$ cat config.mk
export PLATFORM = sky130hd
export DESIGN_NAME = gex_expander
export DESIGN_NICKNAME = d
export VERILOG_FILES = /design/src/common/gex_pkg.sv /design/src/verilog/gex_expander.sv
export SDC_FILE = /design/constraint.sdc
export NUM_CORES = 1
export LEC_CHECK = 0
export BUFFER_PORTS_ARGS = -buffer_cell sky130_fd_sc_hd__buf_2
export CORE_MARGIN = 2
export CORE_UTILIZATION = 50
export DETAILED_ROUTE_END_ITERATION = 7
export GPL_TIMING_DRIVEN = 0
export HOLD_SLACK_MARGIN = 0.12
export PLACE_DENSITY = 0.7
export SKIP_CTS_REPAIR_TIMING = 1
export SKIP_LAST_GASP = 1
export SYNTH_ARGS = -nofsm -noshare
export SYNTH_HDL_FRONTEND = slang
export SYNTH_SLANG_ARGS = --single-unit
$ cat constraint.sdc
create_clock -name ref_clk -period 4.53 [get_ports ref_clk]
set_clock_uncertainty 0.1 [all_clocks]
set_input_delay 0 -clock ref_clk [delete_from_list [all_inputs] [get_ports ref_clk]]
set_output_delay 0 -clock ref_clk [all_outputs]
set_load 0.01 [all_outputs]
$ cat src/common/gex_pkg.sv
// Shared constants for the 8-bit serial-bus port expander register logic.
// Assumes one 50 MHz core clock; all offsets are command-byte codes.
package gex_pkg;

  // ----------------------------------------------------------------
  // Clock and serial address
  // ----------------------------------------------------------------
  localparam int CLK_HZ = 50_000_000;          // Core clock rate
  localparam logic [5:0] SLV_ADDR_HI = 6'h10;  // Fixed upper address bits 010000

  // ----------------------------------------------------------------
  // Command codes (register offsets)
  // ----------------------------------------------------------------
  localparam logic [7:0] OFS_PIN_LEVEL_SAMPLE = 8'h00;
  localparam logic [7:0] OFS_PIN_DRIVE_VALUE = 8'h01;
  localparam logic [7:0] OFS_INPUT_INVERT_SELECT = 8'h02;
  localparam logic [7:0] OFS_PIN_DIRECTION = 8'h03;
  localparam logic [7:0] OFS_DRIVE_LEVEL_LOW_PINS = 8'h40;
  localparam logic [7:0] OFS_DRIVE_LEVEL_HIGH_PINS = 8'h41;
  localparam logic [7:0] OFS_INPUT_CAPTURE_ENABLE = 8'h42;
  localparam logic [7:0] OFS_BIAS_RESISTOR_ENABLE = 8'h43;
  localparam logic [7:0] OFS_BIAS_DIRECTION_SELECT = 8'h44;
  localparam logic [7:0] OFS_IRQ_SOURCE_MASK = 8'h45;
  localparam logic [7:0] OFS_IRQ_SOURCE_FLAGS = 8'h46;
  localparam logic [7:0] OFS_OUTPUT_STAGE_TYPE = 8'h4f;

  // ----------------------------------------------------------------
  // Reset values
  // ----------------------------------------------------------------
  localparam logic [7:0] RST_PIN_DRIVE_VALUE = 8'hff;
  localparam logic [7:0] RST_INPUT_INVERT_SELECT = 8'h00;
  localparam logic [7:0] RST_PIN_DIRECTION = 8'hff;
  localparam logic [7:0] RST_DRIVE_LEVEL = 8'hff;
  localparam logic [7:0] RST_INPUT_CAPTURE_ENABLE = 8'h00;
  localparam logic [7:0] RST_BIAS_RESISTOR_ENABLE = 8'h00;
  localparam logic [7:0] RST_BIAS_DIRECTION_SELECT = 8'hff;
  localparam logic [7:0] RST_IRQ_SOURCE_MASK = 8'hff;
  localparam logic [7:0] RST_OUTPUT_STAGE_TYPE = 8'h00;
  localparam logic [7:0] RST_POINTER = 8'h00;

  // ----------------------------------------------------------------
  // Field positions
  // ----------------------------------------------------------------
  localparam int STAGE_OPEN_DRAIN_BIT = 0;     // Only live bit of output stage type

  // Serial engine states
  typedef enum logic [3:0] {
    GEX_IDLE, GEX_ADDR, GEX_ADDR_ACK, GEX_CMD, GEX_CMD_ACK,
    GEX_WDATA, GEX_WDATA_ACK, GEX_RDATA, GEX_RDATA_ACK
  } gex_state_t;

endpackage : gex_pkg

$ cat src/verilog/gex_expander.sv
// Register, port and serial-slave logic of an 8-bit port expander.
// Assumes SCL, SDA, address, reset pin and port pins are asynchronous to ref_clk
// and that SCL is slow enough (period >= 8 ref_clk cycles) to be oversampled.
//
// Notes on behaviour
// - Address byte LSB: 1 read, 0 write
// - One address bit comes from address-select pin
// - Command byte after address loads the pointer
// - Pointer is write only, loaded by command
// - Decode 00h-03h and 40h-46h, 4Fh
// - Input sample shows pin levels, any direction
// - Input sample read only, writes ignored
// - Drive value only drives outputs, reads back written
// - Invert bit flips reported input pin level
// - Direction 1 input, 0 output; inputs after reset
// - Two-bit drive field per pin, two registers
// - Drive code quarter steps, reset full strength
// - Capture bit only acts on input pins
// - Non-latched change interrupts; read or return clears
// - Latched change interrupts and captures value
// - Latched return keeps interrupt and captured value
// - After captured read, next read shows pin
// - Mixed change: latched change reported, read clears
// - Leaving latched mode keeps pending interrupt
// - Read source follows current latch setting
// - Masked change never asserts interrupt; mask resets 1
// - Interrupt cleared at read acknowledge after SCL rise
module gex_expander #(
  parameter int PORT_W = 8
) (
  input wire logic ref_clk,
  input wire logic sys_rst,
  input wire logic resetPinN,
  input wire logic addrSelPin,
  input wire logic sclPin,
  input wire logic sdaIn,
  output logic sdaOut,
  output logic sdaOe,
  input wire logic [PORT_W-1:0] portIn,
  output logic [PORT_W-1:0] portOut,
  output logic [PORT_W-1:0] portOe,
  output logic [2*PORT_W-1:0] driveLevel,
  output logic [PORT_W-1:0] biasEnable,
  output logic [PORT_W-1:0] biasPullUp,
  output logic intOut,
  output logic intOe
);

  // ----------------------------------------------------------------
  // Synchronisers
  // ----------------------------------------------------------------
  logic [1:0] rstPinSync_r;          // Reset pin, first stage read only by second
  logic [1:0] addrSync_r;            // Address-select pin
  logic [1:0] sclSync_r;             // Serial clock
  logic [1:0] sdaSync_r;             // Serial data
  logic [PORT_W-1:0] pinMeta_r;      // Port pins, first stage
  logic [PORT_W-1:0] pinLvl_r;       // Port pins, stable sample
  logic sclPrev_r;                   // Delayed SCL for edge finding
  logic sdaPrev_r;                   // Delayed SDA for start/stop finding
  logic rst;                         // Combined core reset

  // Two flops on every foreign input; only sys_rst clears them
  always_ff @(posedge ref_clk) begin
    if (sys_rst) begin
      rstPinSync_r <= 2'h3;
      addrSync_r <= 2'h0;
      sclSync_r <= 2'h3;
      sdaSync_r <= 2'h3;
      pinMeta_r <= '0;
      pinLvl_r <= '0;
    end else begin
      rstPinSync_r <= {rstPinSync_r[0], resetPinN};
      addrSync_r <= {addrSync_r[0], addrSelPin};
      sclSync_r <= {sclSync_r[0], sclPin};
      sdaSync_r <= {sdaSync_r[0], sdaIn};
      pinMeta_r <= portIn;
      pinLvl_r <= pinMeta_r;
    end
  end

  // Reset pin acts like power-on reset on everything but the synchronisers
  assign rst = sys_rst | ~rstPinSync_r[1];

  // Edge history on the synchronised bus lines
  always_ff @(posedge ref_clk) begin
    if (rst) begin
      sclPrev_r <= 1'b1;
      sdaPrev_r <= 1'b1;
    end else begin
      sclPrev_r <= sclSync_r[1];
      sdaPrev_r <= sdaSync_r[1];
    end
  end

  logic sclRise;
  logic sclFall;
  logic startSeen;
  logic stopSeen;
  assign sclRise = sclSync_r[1] & ~sclPrev_r;
  assign sclFall = ~sclSync_r[1] & sclPrev_r;
  assign startSeen = sclSync_r[1] & sclPrev_r & sdaPrev_r & ~sdaSync_r[1];
  assign stopSeen = sclSync_r[1] & sclPrev_r & ~sdaPrev_r & sdaSync_r[1];

  // ----------------------------------------------------------------
  // Registers
  // ----------------------------------------------------------------
  logic [7:0] cmdTarget_r;           // Pointer, never readable
  logic [PORT_W-1:0] driveValue_r;
  logic [PORT_W-1:0] invertSel_r;
  logic [PORT_W-1:0] direction_r;
  logic [PORT_W-1:0] driveLo_r;
  logic [PORT_W-1:0] driveHi_r;
  logic [PORT_W-1:0] captureEn_r;
  logic [PORT_W-1:0] biasEn_r;
  logic [PORT_W-1:0] biasDir_r;
  logic [PORT_W-1:0] irqMask_r;
  logic stageOd_r;                   // Open-drain select for the whole port

  // Serial engine state
  gex_pkg::gex_state_t state_r;
  logic [2:0] bitCnt_r;              // Bits done in current byte
  logic [7:0] rxShift_r;             // Incoming byte
  logic [7:0] txShift_r;             // Outgoing byte
  logic isRead_r;                    // Direction bit of current transfer
  logic wrStrobe;                    // One-cycle write of rxShift_r
  logic sampleReadAck;               // Input sample read acknowledged
  logic byteDone_r;                  // Eighth bit of the byte taken; count alone cannot tell start from full

  // ----------------------------------------------------------------
  // Change detection and capture
  // ----------------------------------------------------------------
  logic [PORT_W-1:0] refLvl_r;       // Level at last clear, the "original" level
  logic [PORT_W-1:0] capPend_r;      // Latched change pending
  logic [PORT_W-1:0] capVal_r;       // Captured level of a latched change
  logic [PORT_W-1:0] diffNow;
  logic [PORT_W-1:0] liveChange;
  logic [PORT_W-1:0] rawSource;
  logic [PORT_W-1:0] srcFlags;

  always_comb begin
    diffNow = (pinLvl_r ^ refLvl_r) & direction_r;
    // Non-latched source vanishes when the pin returns
    liveChange = diffNow & ~captureEn_r;
    // Pending latched change survives a later mode change
    rawSource = liveChange | capPend_r;
    srcFlags = rawSource & ~irqMask_r;
  end

  // Captured changes; in the ack cycle the clear wins and the pin becomes the new baseline
  always_ff @(posedge ref_clk) begin
    if (rst) begin
      capPend_r <= '0;
      capVal_r <= '0;
      refLvl_r <= '0;
    end else begin
      for (int i = 0; i < PORT_W; i++) begin
        if (sampleReadAck) begin
          // Clear, then re-arm from the present level
          capPend_r[i] <= 1'b0;
          refLvl_r[i] <= pinLvl_r[i];
        end else if (!direction_r[i]) begin
          // Outputs cannot interrupt; follow the pin
          refLvl_r[i] <= pinLvl_r[i];
        end
        if (diffNow[i] && captureEn_r[i] && !capPend_r[i] && !sampleReadAck) begin
          capPend_r[i] <= 1'b1;
          capVal_r[i] <= pinLvl_r[i];
        end
      end
    end
  end

  // Input sample value: captured level only while latched and pending
  logic [PORT_W-1:0] sampleView;
  always_comb begin
    for (int i = 0; i < PORT_W; i++) begin
      sampleView[i] = (captureEn_r[i] & capPend_r[i] & direction_r[i]) ? capVal_r[i] : pinLvl_r[i];
      sampleView[i] = sampleView[i] ^ (invertSel_r[i] & direction_r[i]);
    end
  end

  // ----------------------------------------------------------------
  // Read decode
  // ----------------------------------------------------------------
  function automatic logic [7:0] readMux(input logic [7:0] ptr, input logic [7:0] smp,
                                          input logic [7:0] flg);
    unique case (ptr)
      gex_pkg::OFS_PIN_LEVEL_SAMPLE: readMux = smp;
      gex_pkg::OFS_PIN_DRIVE_VALUE: readMux = driveValue_r;
      gex_pkg::OFS_INPUT_INVERT_SELECT: readMux = invertSel_r;
      gex_pkg::OFS_PIN_DIRECTION: readMux = direction_r;
      gex_pkg::OFS_DRIVE_LEVEL_LOW_PINS: readMux = driveLo_r;
      gex_pkg::OFS_DRIVE_LEVEL_HIGH_PINS: readMux = driveHi_r;
      gex_pkg::OFS_INPUT_CAPTURE_ENABLE: readMux = captureEn_r;
      gex_pkg::OFS_BIAS_RESISTOR_ENABLE: readMux = biasEn_r;
      gex_pkg::OFS_BIAS_DIRECTION_SELECT: readMux = biasDir_r;
      gex_pkg::OFS_IRQ_SOURCE_MASK: readMux = irqMask_r;
      gex_pkg::OFS_IRQ_SOURCE_FLAGS: readMux = flg;
      gex_pkg::OFS_OUTPUT_STAGE_TYPE: readMux = {7'h00, stageOd_r};
      default: readMux = 8'h00;
    endcase
  endfunction : readMux

  // Byte offered to a read, taken from the pointer at the moment of the fetch
  logic [7:0] rdByte;
  assign rdByte = readMux(cmdTarget_r, sampleView, srcFlags);

  // ----------------------------------------------------------------
  // Register writes
  // ----------------------------------------------------------------
  // Only the data byte of a write transfer lands here
  always_ff @(posedge ref_clk) begin
    if (rst) begin
      driveValue_r <= gex_pkg::RST_PIN_DRIVE_VALUE;
      invertSel_r <= gex_pkg::RST_INPUT_INVERT_SELECT;
      direction_r <= gex_pkg::RST_PIN_DIRECTION;
      driveLo_r <= gex_pkg::RST_DRIVE_LEVEL;
      driveHi_r <= gex_pkg::RST_DRIVE_LEVEL;
      captureEn_r <= gex_pkg::RST_INPUT_CAPTURE_ENABLE;
      biasEn_r <= gex_pkg::RST_BIAS_RESISTOR_ENABLE;
      biasDir_r <= gex_pkg::RST_BIAS_DIRECTION_SELECT;
      irqMask_r <= gex_pkg::RST_IRQ_SOURCE_MASK;
      stageOd_r <= gex_pkg::RST_OUTPUT_STAGE_TYPE[gex_pkg::STAGE_OPEN_DRAIN_BIT];
    end else if (wrStrobe) begin
      unique case (cmdTarget_r)
        gex_pkg::OFS_PIN_DRIVE_VALUE: driveValue_r <= rxShift_r;
        gex_pkg::OFS_INPUT_INVERT_SELECT: invertSel_r <= rxShift_r;
        gex_pkg::OFS_PIN_DIRECTION: direction_r <= rxShift_r;
        gex_pkg::OFS_DRIVE_LEVEL_LOW_PINS: driveLo_r <= rxShift_r;
        gex_pkg::OFS_DRIVE_LEVEL_HIGH_PINS: driveHi_r <= rxShift_r;
        gex_pkg::OFS_INPUT_CAPTURE_ENABLE: captureEn_r <= rxShift_r;
        gex_pkg::OFS_BIAS_RESISTOR_ENABLE: biasEn_r <= rxShift_r;
        gex_pkg::OFS_BIAS_DIRECTION_SELECT: biasDir_r <= rxShift_r;
        gex_pkg::OFS_IRQ_SOURCE_MASK: irqMask_r <= rxShift_r;
        gex_pkg::OFS_OUTPUT_STAGE_TYPE: stageOd_r <= rxShift_r[gex_pkg::STAGE_OPEN_DRAIN_BIT];
        // Sample, flags and unlisted codes: acknowledged, nothing stored
        default: ;
      endcase
    end
  end

  // ----------------------------------------------------------------
  // Serial slave engine
  // ----------------------------------------------------------------
  logic addrMatch;
  // Upper six bits fixed, next bit from the pin
  assign addrMatch = (rxShift_r[7:2] == gex_pkg::SLV_ADDR_HI) && (rxShift_r[1] == addrSync_r[1]);

  assign wrStrobe = (state_r == gex_pkg::GEX_WDATA_ACK) && sclRise;
  // Clear point: acknowledge bit of a sample read, on the SCL rise
  assign sampleReadAck = (state_r == gex_pkg::GEX_RDATA_ACK) && sclRise
                         && (cmdTarget_r == gex_pkg::OFS_PIN_LEVEL_SAMPLE);

  // Byte framing, acknowledge and data phases
  always_ff @(posedge ref_clk) begin
    if (rst) begin
      state_r <= gex_pkg::GEX_IDLE;
      bitCnt_r <= 3'h0;
      rxShift_r <= 8'h00;
      txShift_r <= 8'h00;
      isRead_r <= 1'b0;
      byteDone_r <= 1'b0;
      cmdTarget_r <= gex_pkg::RST_POINTER;
      sdaOe <= 1'b0;
    end else if (startSeen) begin
      // Start or repeated start always restarts address phase
      state_r <= gex_pkg::GEX_ADDR;
      bitCnt_r <= 3'h0;
      byteDone_r <= 1'b0;
      sdaOe <= 1'b0;
    end else if (stopSeen) begin
      state_r <= gex_pkg::GEX_IDLE;
      sdaOe <= 1'b0;
    end else begin
      unique case (state_r)
        gex_pkg::GEX_IDLE: ;
        gex_pkg::GEX_ADDR, gex_pkg::GEX_CMD, gex_pkg::GEX_WDATA: begin
          if (sclRise) begin
            rxShift_r <= {rxShift_r[6:0], sdaSync_r[1]};
            bitCnt_r <= bitCnt_r + 3'h1;
            byteDone_r <= (bitCnt_r == 3'h7);
          end else if (sclFall && byteDone_r) begin
            // Falling edge after eighth bit opens acknowledge slot
            byteDone_r <= 1'b0;
            if (state_r == gex_pkg::GEX_ADDR) begin
              if (addrMatch) begin
                isRead_r <= rxShift_r[0];
                sdaOe <= 1'b1;
                state_r <= gex_pkg::GEX_ADDR_ACK;
              end else begin
                state_r <= gex_pkg::GEX_IDLE;             // Not ours
              end
            end else if (state_r == gex_pkg::GEX_CMD) begin
              cmdTarget_r <= rxShift_r;
              sdaOe <= 1'b1;
              state_r <= gex_pkg::GEX_CMD_ACK;
            end else begin
              sdaOe <= 1'b1;                              // Acknowledge every code
              state_r <= gex_pkg::GEX_WDATA_ACK;
            end
          end
        end
        gex_pkg::GEX_ADDR_ACK: begin
          if (sclFall) begin
            if (isRead_r) begin
              // Present first data bit straight after acknowledge
              txShift_r <= {rdByte[6:0], 1'b0};
              sdaOe <= ~rdByte[7];
              bitCnt_r <= 3'h0;
              state_r <= gex_pkg::GEX_RDATA;
            end else begin
              sdaOe <= 1'b0;
              bitCnt_r <= 3'h0;
              state_r <= gex_pkg::GEX_CMD;
            end
          end
        end
        gex_pkg::GEX_CMD_ACK, gex_pkg::GEX_WDATA_ACK: begin
          if (sclFall) begin
            sdaOe <= 1'b0;
            bitCnt_r <= 3'h0;
            state_r <= gex_pkg::GEX_WDATA;
          end
        end
        gex_pkg::GEX_RDATA: begin
          if (sclFall) begin
            bitCnt_r <= bitCnt_r + 3'h1;
            if (bitCnt_r == 3'h7) begin
              sdaOe <= 1'b0;                              // Release for master's acknowledge
              state_r <= gex_pkg::GEX_RDATA_ACK;
            end else begin
              sdaOe <= ~txShift_r[7];
              txShift_r <= {txShift_r[6:0], 1'b0};
            end
          end
        end
        gex_pkg::GEX_RDATA_ACK: begin
          if (sclRise) begin
            isRead_r <= ~sdaSync_r[1];                    // Low means master wants more
          end else if (sclFall) begin
            if (isRead_r) begin
              txShift_r <= {rdByte[6:0], 1'b0};
              sdaOe <= ~rdByte[7];
              bitCnt_r <= 3'h0;
              state_r <= gex_pkg::GEX_RDATA;
            end else begin
              state_r <= gex_pkg::GEX_IDLE;               // Not acknowledged: wait for stop
            end
          end
        end
      endcase
    end
  end

  // SDA only ever pulls low
  always_ff @(posedge ref_clk) begin
    if (rst) begin
      sdaOut <= 1'b0;
    end else begin
      sdaOut <= 1'b0;
    end
  end

  // ----------------------------------------------------------------
  // Port and interrupt pin drivers
  // ----------------------------------------------------------------
  // Registered one cycle after the controlling registers change
  always_ff @(posedge ref_clk) begin
    if (rst) begin
      portOut <= '0;
      portOe <= '0;
      driveLevel <= '1;
      biasEnable <= '0;
      biasPullUp <= '1;
      intOut <= 1'b0;
      intOe <= 1'b0;
    end else begin
      portOut <= driveValue_r;
      // Outputs only; open-drain never drives high
      portOe <= ~direction_r & ~(driveValue_r & {PORT_W{stageOd_r}});
      driveLevel <= {driveHi_r, driveLo_r};
      // Bias resistors drop out in open-drain mode
      biasEnable <= biasEn_r & {PORT_W{~stageOd_r}};
      biasPullUp <= biasDir_r;
      intOut <= 1'b0;
      intOe <= |srcFlags;
    end
  end

endmodule : gex_expander

[Yosys cells after proc, flatten, opt, wreduce, memory -nomap -nowiden]
Index checks and enable logic that the tools add are counted.
Word-level totals
  flip-flop bits (word level): 206
  bits of input ports: 14
  output and inout port bits: 52
Cells by class
  $add $sub $neg: 1
  equal/unequal tests: 54
  mux-type cells: 84
  bitwise operators: 64
  reduce and logical (&&, ||, !) cells: 78
Operator list (number)
  8-bit one-hot mux with 12 select lines: 1
  8-bit by 7-bit equality test with 1-bit output, second input constant: 8
  1-bit two-way mux: 54
  8-bit bitwise AND: 6
  8-bit two-way mux: 5
  4-bit two-way mux: 9
  4-bit != test, second input constant: 8
  8-bit inverter: 4
  1-bit bitwise AND: 31
  1-bit logical AND: 29
  2-bit != test, second input constant: 14
  3-bit two-way mux: 8
  8-bit one-hot mux with 3 select lines: 1
  4-bit one-hot mux with 5 select lines: 1
  2-bit AND reduction: 10
  2-bit nonzero test: 10
  2-bit by 1-bit != test with 1-bit output, second input constant: 9
  9-bit AND reduction: 2
  4-bit by 3-bit equality test with 1-bit output, second input constant: 4
  8-bit by 2-bit equality test with 1-bit output, second input constant: 2
  8-bit AND reduction: 2
  1-bit inverter: 12
  3-bit one-hot mux with 4 select lines: 1
  10-bit AND reduction: 1
  other kinds (29): 49

[Logic depth before layout (Yosys ltp)]
Gate-level depths: netlist of run 1.
  word-level depth: 11
  depth in mapped cells: 9

[Worst setup path before layout of run 1]
Ideal clock, no wire load.
  path kind: register to register
  start point: reg state_r[1]
  end point: reg invertSel_r[7]
  setup time: 0.128 ns
  data arrival time: 1.947 ns
  data required time: 4.302 ns
  slack: 2.356 ns
  cell stages (with the launch flop): 8
  buffers on the path: 2
  period minus slack after synthesis: 2.174 ns
  cell sequence: dfxtp_1 clkbuf_1 nand2_1 or4_4 buf_6 nor4_4 mux2i_1 nor2_1
On the way
  word-level cells in the longest chain between the ends: 3
Ends and longest elaborated chain
  start, declared: RTL line gex_expander.sv:120  | gex_pkg::gex_state_t state_r;
  start signal, assigned: RTL line gex_expander.sv:257  | state_r <= gex_pkg::GEX_IDLE;
  start signal, assigned: RTL line gex_expander.sv:267  | state_r <= gex_pkg::GEX_ADDR;
  start signal, assigned: RTL line gex_expander.sv:272  | state_r <= gex_pkg::GEX_IDLE;
  4-bit by 3-bit equality test with 1-bit output: RTL line gex_expander.sv:249  | assign wrStrobe = (state_r == gex_pkg::GEX_WDATA_ACK) && sclRise;
  1-bit logical AND: RTL line gex_expander.sv:249
  2-bit AND reduction (no line)
  end signal, assigned: RTL line gex_expander.sv:215  | invertSel_r <= gex_pkg::RST_INPUT_INVERT_SELECT;
  end signal, assigned: RTL line gex_expander.sv:227  | gex_pkg::OFS_INPUT_INVERT_SELECT: invertSel_r <= rxShift_r;
  end, declared: RTL line gex_expander.sv:109  | logic [PORT_W-1:0] invertSel_r;
Every way passes these cells.
A chain may end at the register's enable or synchronous reset.

[Final worst setup path of run 1]
  start point: reg cmdTarget_r[4]
  end point: reg capVal_r[0]
On the way
  word-level cells in the longest chain between the ends: 4
Ends and longest elaborated chain
  start, declared: RTL line gex_expander.sv:107  | logic [7:0] cmdTarget_r;
  start signal, assigned: RTL line gex_expander.sv:263  | cmdTarget_r <= gex_pkg::RST_POINTER;
  start signal, assigned: RTL line gex_expander.sv:294  | cmdTarget_r <= rxShift_r;
  8-bit zero test: RTL line gex_expander.sv:252  | && (cmdTarget_r == gex_pkg::OFS_PIN_LEVEL_SAMPLE);
  1-bit logical AND: RTL line gex_expander.sv:252
  1-bit zero test: RTL line gex_expander.sv:165  | if (diffNow[i] && captureEn_r[i] && !capPend_r[i] && !sampleReadAck) begin
  1-bit logical AND: RTL line gex_expander.sv:165
  end signal, assigned by index: RTL line gex_expander.sv:167  | capVal_r[i] <= pinLvl_r[i];
  end, declared: RTL line gex_expander.sv:134  | logic [PORT_W-1:0] capVal_r;
Every way passes these cells.

==> results of run 1 <==
-- metrics by stage --
stage,cell area (um^2),hold WS [ps],power [W]
floorplan,8760,-28.4,0.00193
global placement,9360,83.3,0.00198
detailed placement,9360,85.3,0.00198
CTS,10100,-432,0.00375
global route,10300,127,0.00384
finish,10300,115,0.00375
-- where the power goes --
group / switching (W) / internal [W] / leakage (nW)
Clock: 0.000723 / 0.00107 / 0.357
Sequential: 0.00000962 / 0.00182 / 1.66
Combinational: 0.0000814 / 0.0000477 / 2.11
Total: 0.000814 / 0.00294 / 4.13
-- worst max-delay path: stages, from the launching register on --
cell and delay [ps]:
dfxtp_1 340, nor4_1 620, nand3_1 540, nor3_2 690, buf_2 360, nor3_1 90, mux2i_1 150, nor2_1 50
-- placed cells by master (no fill, tap or decap), types with 14 or more instances in the layout --
cell           Yosys  routed
o21ai_0           21      21
dlygate4sd3_1      0      22
clkbuf_1          57      57
nor2_1            79      79
a21oi_1           41      41
nand2_1          142     142
buf_2              7      70
mux2i_1           74      74
dfxtp_1          205     205
a211oi_1          17      17
a31oi_1           23      23
inv_1             14      14
nand3_1           79      79
nand2b_1          33      33
and2_1            19      19
nor2b_1           26      26
nor3_1            36      36
clkbuf_16          0      23
-- layout make-up --
| class | instances | area, um^2 |
|---|---|---|
| fill | 1555 | 6950 |
| multi-input combinational | 725 | 4310 |
| sequential | 205 | 4100 |
| clock buffer | 26 | 617 |
| timing repair buffer | 85 | 536 |
| buffer | 72 | 294 |
| tap | 225 | 282 |
| clock inverter | 8 | 90.1 |
| inverter | 14 | 52.6 |
-- path summary, 6_finish.rpt --
check                    endpoint  cells past startpoint  slack, ps            start
setup / recovery      capVal_r[0]                      7       1450   cmdTarget_r[4]
hold / removal       sdaSync_r[0]                      3        110            sdaIn
setup reg to reg      capVal_r[0]                      7       1450   cmdTarget_r[4]
hold reg to reg   rstPinSync_r[1]                      1        310  rstPinSync_r[0]
-- registers in the layout (all words and copies together), names as in the netlist, 3 cells and up --
signal and flops:
portOe 8, driveHi_r 8, portOut 8, cmdTarget_r 8
state_r 4, driveLevel 16, pinMeta_r 8, rxShift_r 8
capVal_r 8, pinLvl_r 8, irqMask_r 8, captureEn_r 8
driveValue_r 8, driveLo_r 8, direction_r 8, invertSel_r 8
capPend_r 8, biasPullUp 8, biasEnable 8, biasEn_r 8
biasDir_r 8, refLvl_r 8, bitCnt_r 3, txShift_r 7
-- layer usage --
metal	vias to the layer above	track usage (%)
li1	3772	-
met1	3744	41.1
met2	385	43.9
met3	87	5.93
met4	0	14.5
met5	-	0
-- logic make-up (layout without fill, tap and decap cells) --
group / count (synthesis) / count (layout) / share of synthesized area (%)
AND/OR/NAND/NOR: 460 / 460 / 25.6
flip-flops: 205 / 205 / 46.9
AO/OA/AOI/OAI: 167 / 167 / 12.7
buffers and inverters: 86 / 205 / 3.96
multiplexers: 78 / 78 / 8.97
XOR/XNOR: 16 / 16 / 1.60
adder cells (fa/ha/maj): 2 / 2 / 0.286
other: 1 / 2 / 0.0428
==> impl_results.md, run 1 <==
- Status: completed
- MaxCap Viol Count: 0
- Inserted Diodes: 0
- Relative slew slack: 16.3%
- Wl on met1: 12000 um
- Layout Utilization: 59.7%
- Synth Instances: 1015
- Largest net degree at the start of global routing: 14
- # H-tree levels: 1
- Setup ws final: 1450 ps
- Routability cong.: 1.04
- Share of cells above drive strength 1: 11.2%
- Fmax: 325 MHz
- Endpoints failing hold: 0
- Overflow after GRT: 0
- # IOs: 66
- Critical path required time: 4790 ps
- Power per Cell Area: 365 mW/mm^2
- Sink Count: 205
- Hold Path Class: primary input to flop
- Max layer used: met4
- CTS buffer count: 22
- Max Root-Sink Buffers: 3
- Reg clk slew, reported paths: 70 ps
- Slew @ Worst Pin: 1250 ps
- Cell total after placement: 1304
- Vias in the first global route: 6966
- Die width: 136 um
- # setup viols final: 0
- Leak: 4.13 nW
- Routed Antenna Nets: 0
- Yosys top cell area share: 46.9%
- GRT Util Overall: 29.6%
- Synth Flop Type: dfxtp_1
- Fin crit share: 67.9%
- Area contributors post-synth: dfxtp_1 47%, mux2i_1 8.5%, nand2_1 6.1%
- Starting Density: 50.8%
- Total negative setup slack: 0 ps
- Period minus WS final: 3080 ps
- Initial antenna violation count: 0
- Area Overhead vs Synth: 17.4%
- Pre-CTS setup slack: 1500 ps
- RSZ-0062 raised after global routing: no
- DRC violations left: 0
- Startpoint types: flop
- Rows: 48
- Die Area: 0.0186 mm^2
- Synth cell types: 61
- Metal2 WL: 11900 um
- Wirelength, routed: 27900 um
- Sequential cell area fraction in the yosys report: 46.9%
- Synthesized area: 0.00876 mm^2
- Clock root cell: clkbuf_16
- CP endpoint kind: flop
- Synth Register Bits: 205
- First-pass GRT wire length: 41200 um
- Avg WL per Cell: 20.5 um
- Count leader, synth: dfxtp_1
- Worst-Skew Late Latency: 510 ps
- Via-to-Cell Ratio: 5.87
- Nets@finish: 1141
- TritonCTS clock tree: built
- CP arrival: 3340 ps
- Ys async rst share: 0%
- YS warnings: 0
- Post-synth top cells: 205 x dfxtp_1, 142 x nand2_1, 79 x nand3_1, 79 x nor2_1, 74 x mux2i_1
- IO buf count: 63
- Non-Filler Instances: 1360
- Synth area leader: dfxtp_1
- Max IR drop VDD: 0.000333 V
- Chip height: 136 um
- Critical path type: flop to flop
- Pre-antenna DRT Iters: 5
- CP Max Fanout: 10
- Number of synthesized flops with an enable pin: 0
- DRC violation total after the first TritonRoute iteration: 753
- Metal3 WL: 2520 um
- Core area: 0.0172 mm^2
- Routed vias: 7988
- Syn avg cell area: 8.63 um^2
- Final Max Tran Viols: 0
- Final HPWL from detailed placement: 20200 um
Note: power is estimated with default switching activity, not from simulation.
==> run 2, diff against run 1 <==
- clock period: 4.53 -> 3.2 ns (I/O delays scaled with it)
==> run 2 against run 1 <==
Effect of this change:
- via count barely moved
- worst setup slack worse by 1300 ps
- sequential cell count unchanged
- critical path depth is the same
- utilization barely moved
- wire length is essentially flat
- sequential power up 42%
- first-iteration DRC count fell by 6.9%
==> impl_results.md, run 2 (synthesis gave the netlist of run 1 again) <==
- # IOs: 66 (unchanged)
- Max Root-Sink Buffers: 3 (unchanged)
- Largest register FFs: 16 (unchanged)
- Sw Share: 21.7% (about the same)
- Most common cell after layout, fill and taps aside: dfxtp_1
- Reg clk slew, reported paths: 60 ps (about the same)
- Clock Power Share: 47.8% (about the same)
- Most frequent cells in the layout: 205 x dfxtp_1, 142 x nand2_1, 79 x nand3_1, 79 x nor2_1, 74 x mux2i_1
- Worst Path Buf+Inv: 2 (+1)
- IO buf count: 63 (unchanged)
- Period minus WS final: 3040 ps (-33.6 ps)
- Sink Count: 205 (unchanged)
- Initial antenna violation count: 0 (unchanged)
- Relative slew slack: 16.8% (+0.48 points)
- Fraction of power consumed by sequential logic: 48.7% (about the same)
- MaxCap Viol Count: 0 (unchanged)
- CP Cell Sequence: buf_2, buf_1, nor4_1, nand2_1, nor2_2, mux2i_1, nor2_1
- Setup ws final: 157 ps (-1300 ps)
- Area Overhead vs Synth: 17.5% (about the same)
- Psw: 0.00115 W (+41%)
- Final HPWL from detailed placement: 20200 um (unchanged)
- Core area: 0.0172 mm^2 (unchanged)
- Chip height: 136 um (unchanged)
- Slew @ Worst Pin: 1240 ps (-7.13 ps)
- Internal: 0.00416 W (+42%)
- Wirelength, routed: 27900 um (about the same)
- Wl on met1: 12100 um (+0.99%)
- Critical path type: flop to flop
- Total negative setup slack: 0 ps (unchanged)
- Pre-antenna DRT Iters: 5 (unchanged)
- Final Max Tran Viols: 0 (unchanged)
- Pre-CTS setup slack: 166 ps (-1330 ps)
- Layout Utilization: 59.7% (about the same)
- CP Max Fanout: 10 (unchanged)
- Max layer used: met4
- Comb pwr share: 3.4% (about the same)
- Largest net degree at the start of global routing: 14 (unchanged)
- RSZ-0062 raised after global routing: no
- CP arrival: 3320 ps (-20 ps)
- Largest reg by FF count: driveLevel
- Die Area: 0.0186 mm^2 (unchanged)
- TritonCTS clock tree: built
- Fmax: 329 MHz (+1.1%)
- Highest-delay cell along the critical path: nor4_1
- Metal3 WL: 2410 um (-4.5%)
- CTS buffer count: 22 (unchanged)
- Routed Antenna Nets: 0 (unchanged)
- GRT Util Overall: 29.6% (unchanged)
- Power per Cell Area: 516 mW/mm^2 (+41%)
- Starting Density: 50.8% (unchanged)
- FILL cells: 1552 (-0.19%)
- Status: completed
- Share of cells above drive strength 1: 11.2% (unchanged)
- Clock root cell: clkbuf_16
- # H-tree levels: 1 (unchanged)
- Die width: 136 um (unchanged)
- First-pass GRT wire length: 41200 um (unchanged)
- Max IR drop VDD: 0.000473 V (+42%)
- Vias in the first global route: 6966 (unchanged)
- Metal2 WL: 11800 um (-0.46%)
- Worst-Skew Late Latency: 510 ps (about the same)
- # setup viols final: 0 (unchanged)
- Overflow after GRT: 0 (unchanged)
- DRC violation total after the first TritonRoute iteration: 701 (-6.9%)
- Rows: 48 (unchanged)
- Critical path required time: 3480 ps (-1310 ps)
- DRC violations left: 0 (unchanged)
- Largest delay contributor family on the critical path: simple AND/OR/NAND/NOR gates
- Endpoints failing hold: 0 (unchanged)
- Leak: 4.13 nW (about the same)
- Inserted Diodes: 0 (unchanged)
- Avg WL per Cell: 20.5 um (about the same)
- Routability cong.: 1.04 (unchanged)
- Routed vias: 7986 (-0.025%)
- Nets@finish: 1141 (unchanged)
- Worst path max stage delay: 950 ps (+260 ps)
- Fin crit share: 95.1% (+27 points)
- Hold Path Class: primary input to flop
- Startpoint types: flop
- CP endpoint kind: flop
- Via-to-Cell Ratio: 5.87 (about the same)
run 2: area by class of cell:
cell class | instances | area, um^2 | area share (%)
inverter | 14 | 52.6 | 0.511
timing repair buffer | 85 | 536 | 5.20
clock buffer | 26 | 617 | 5.99
clock inverter | 8 | 90.1 | 0.875
buffer | 72 | 294 | 2.86
multi-input combinational | 725 | 4320 | 41.9
tap | 225 | 282 | 2.74
sequential | 205 | 4100 | 39.9
run 2: path summary, 6_finish.rpt:
check	slack, ps	depth (start not counted)	end	start
setup reg to reg	160	7	biasEn_r[6]	state_r[0]
hold reg to reg	310	1	rstPinSync_r[1]	rstPinSync_r[0]
setup / recovery	160	7	biasEn_r[6]	state_r[0]
hold / removal	110	3	sdaSync_r[0]	sdaIn
run 2: metrics by stage:
step                cell area, um^2  hold WS (ps)  total power, W  cells
floorplan                      8760         -28.4         0.00274   1016
global placement               9360          83.3         0.00280   1304
detailed placement             9360          85.3         0.00280   1304
CTS                           10100          -432         0.00531   1338
global route                  10300           127         0.00544   1360
finish                        10300           111         0.00531   1360
run 2: tightest hold or removal path, stage by stage:
cell and delay (ps):
dlygate4sd3_1 520, buf_2 90, or2_2 80
run 2: per-layer routing:
layer | global-route usage [%] | vias to the layer above
met5 | 0 | -
met4 | 14.5 | 0
met3 | 5.93 | 99
met2 | 43.9 | 366
met1 | 41.1 | 3749
li1 | - | 3772
run 2: power by group through the flow:
stage               clock network [W]  logic [W]  registers [W]
floorplan                           0  0.0000938        0.00265
global placement                    0   0.000158        0.00264
detailed placement                  0   0.000159        0.00265
CTS                           0.00256   0.000159        0.00259
global route                  0.00265   0.000199        0.00259
finish                        0.00254   0.000183        0.00259
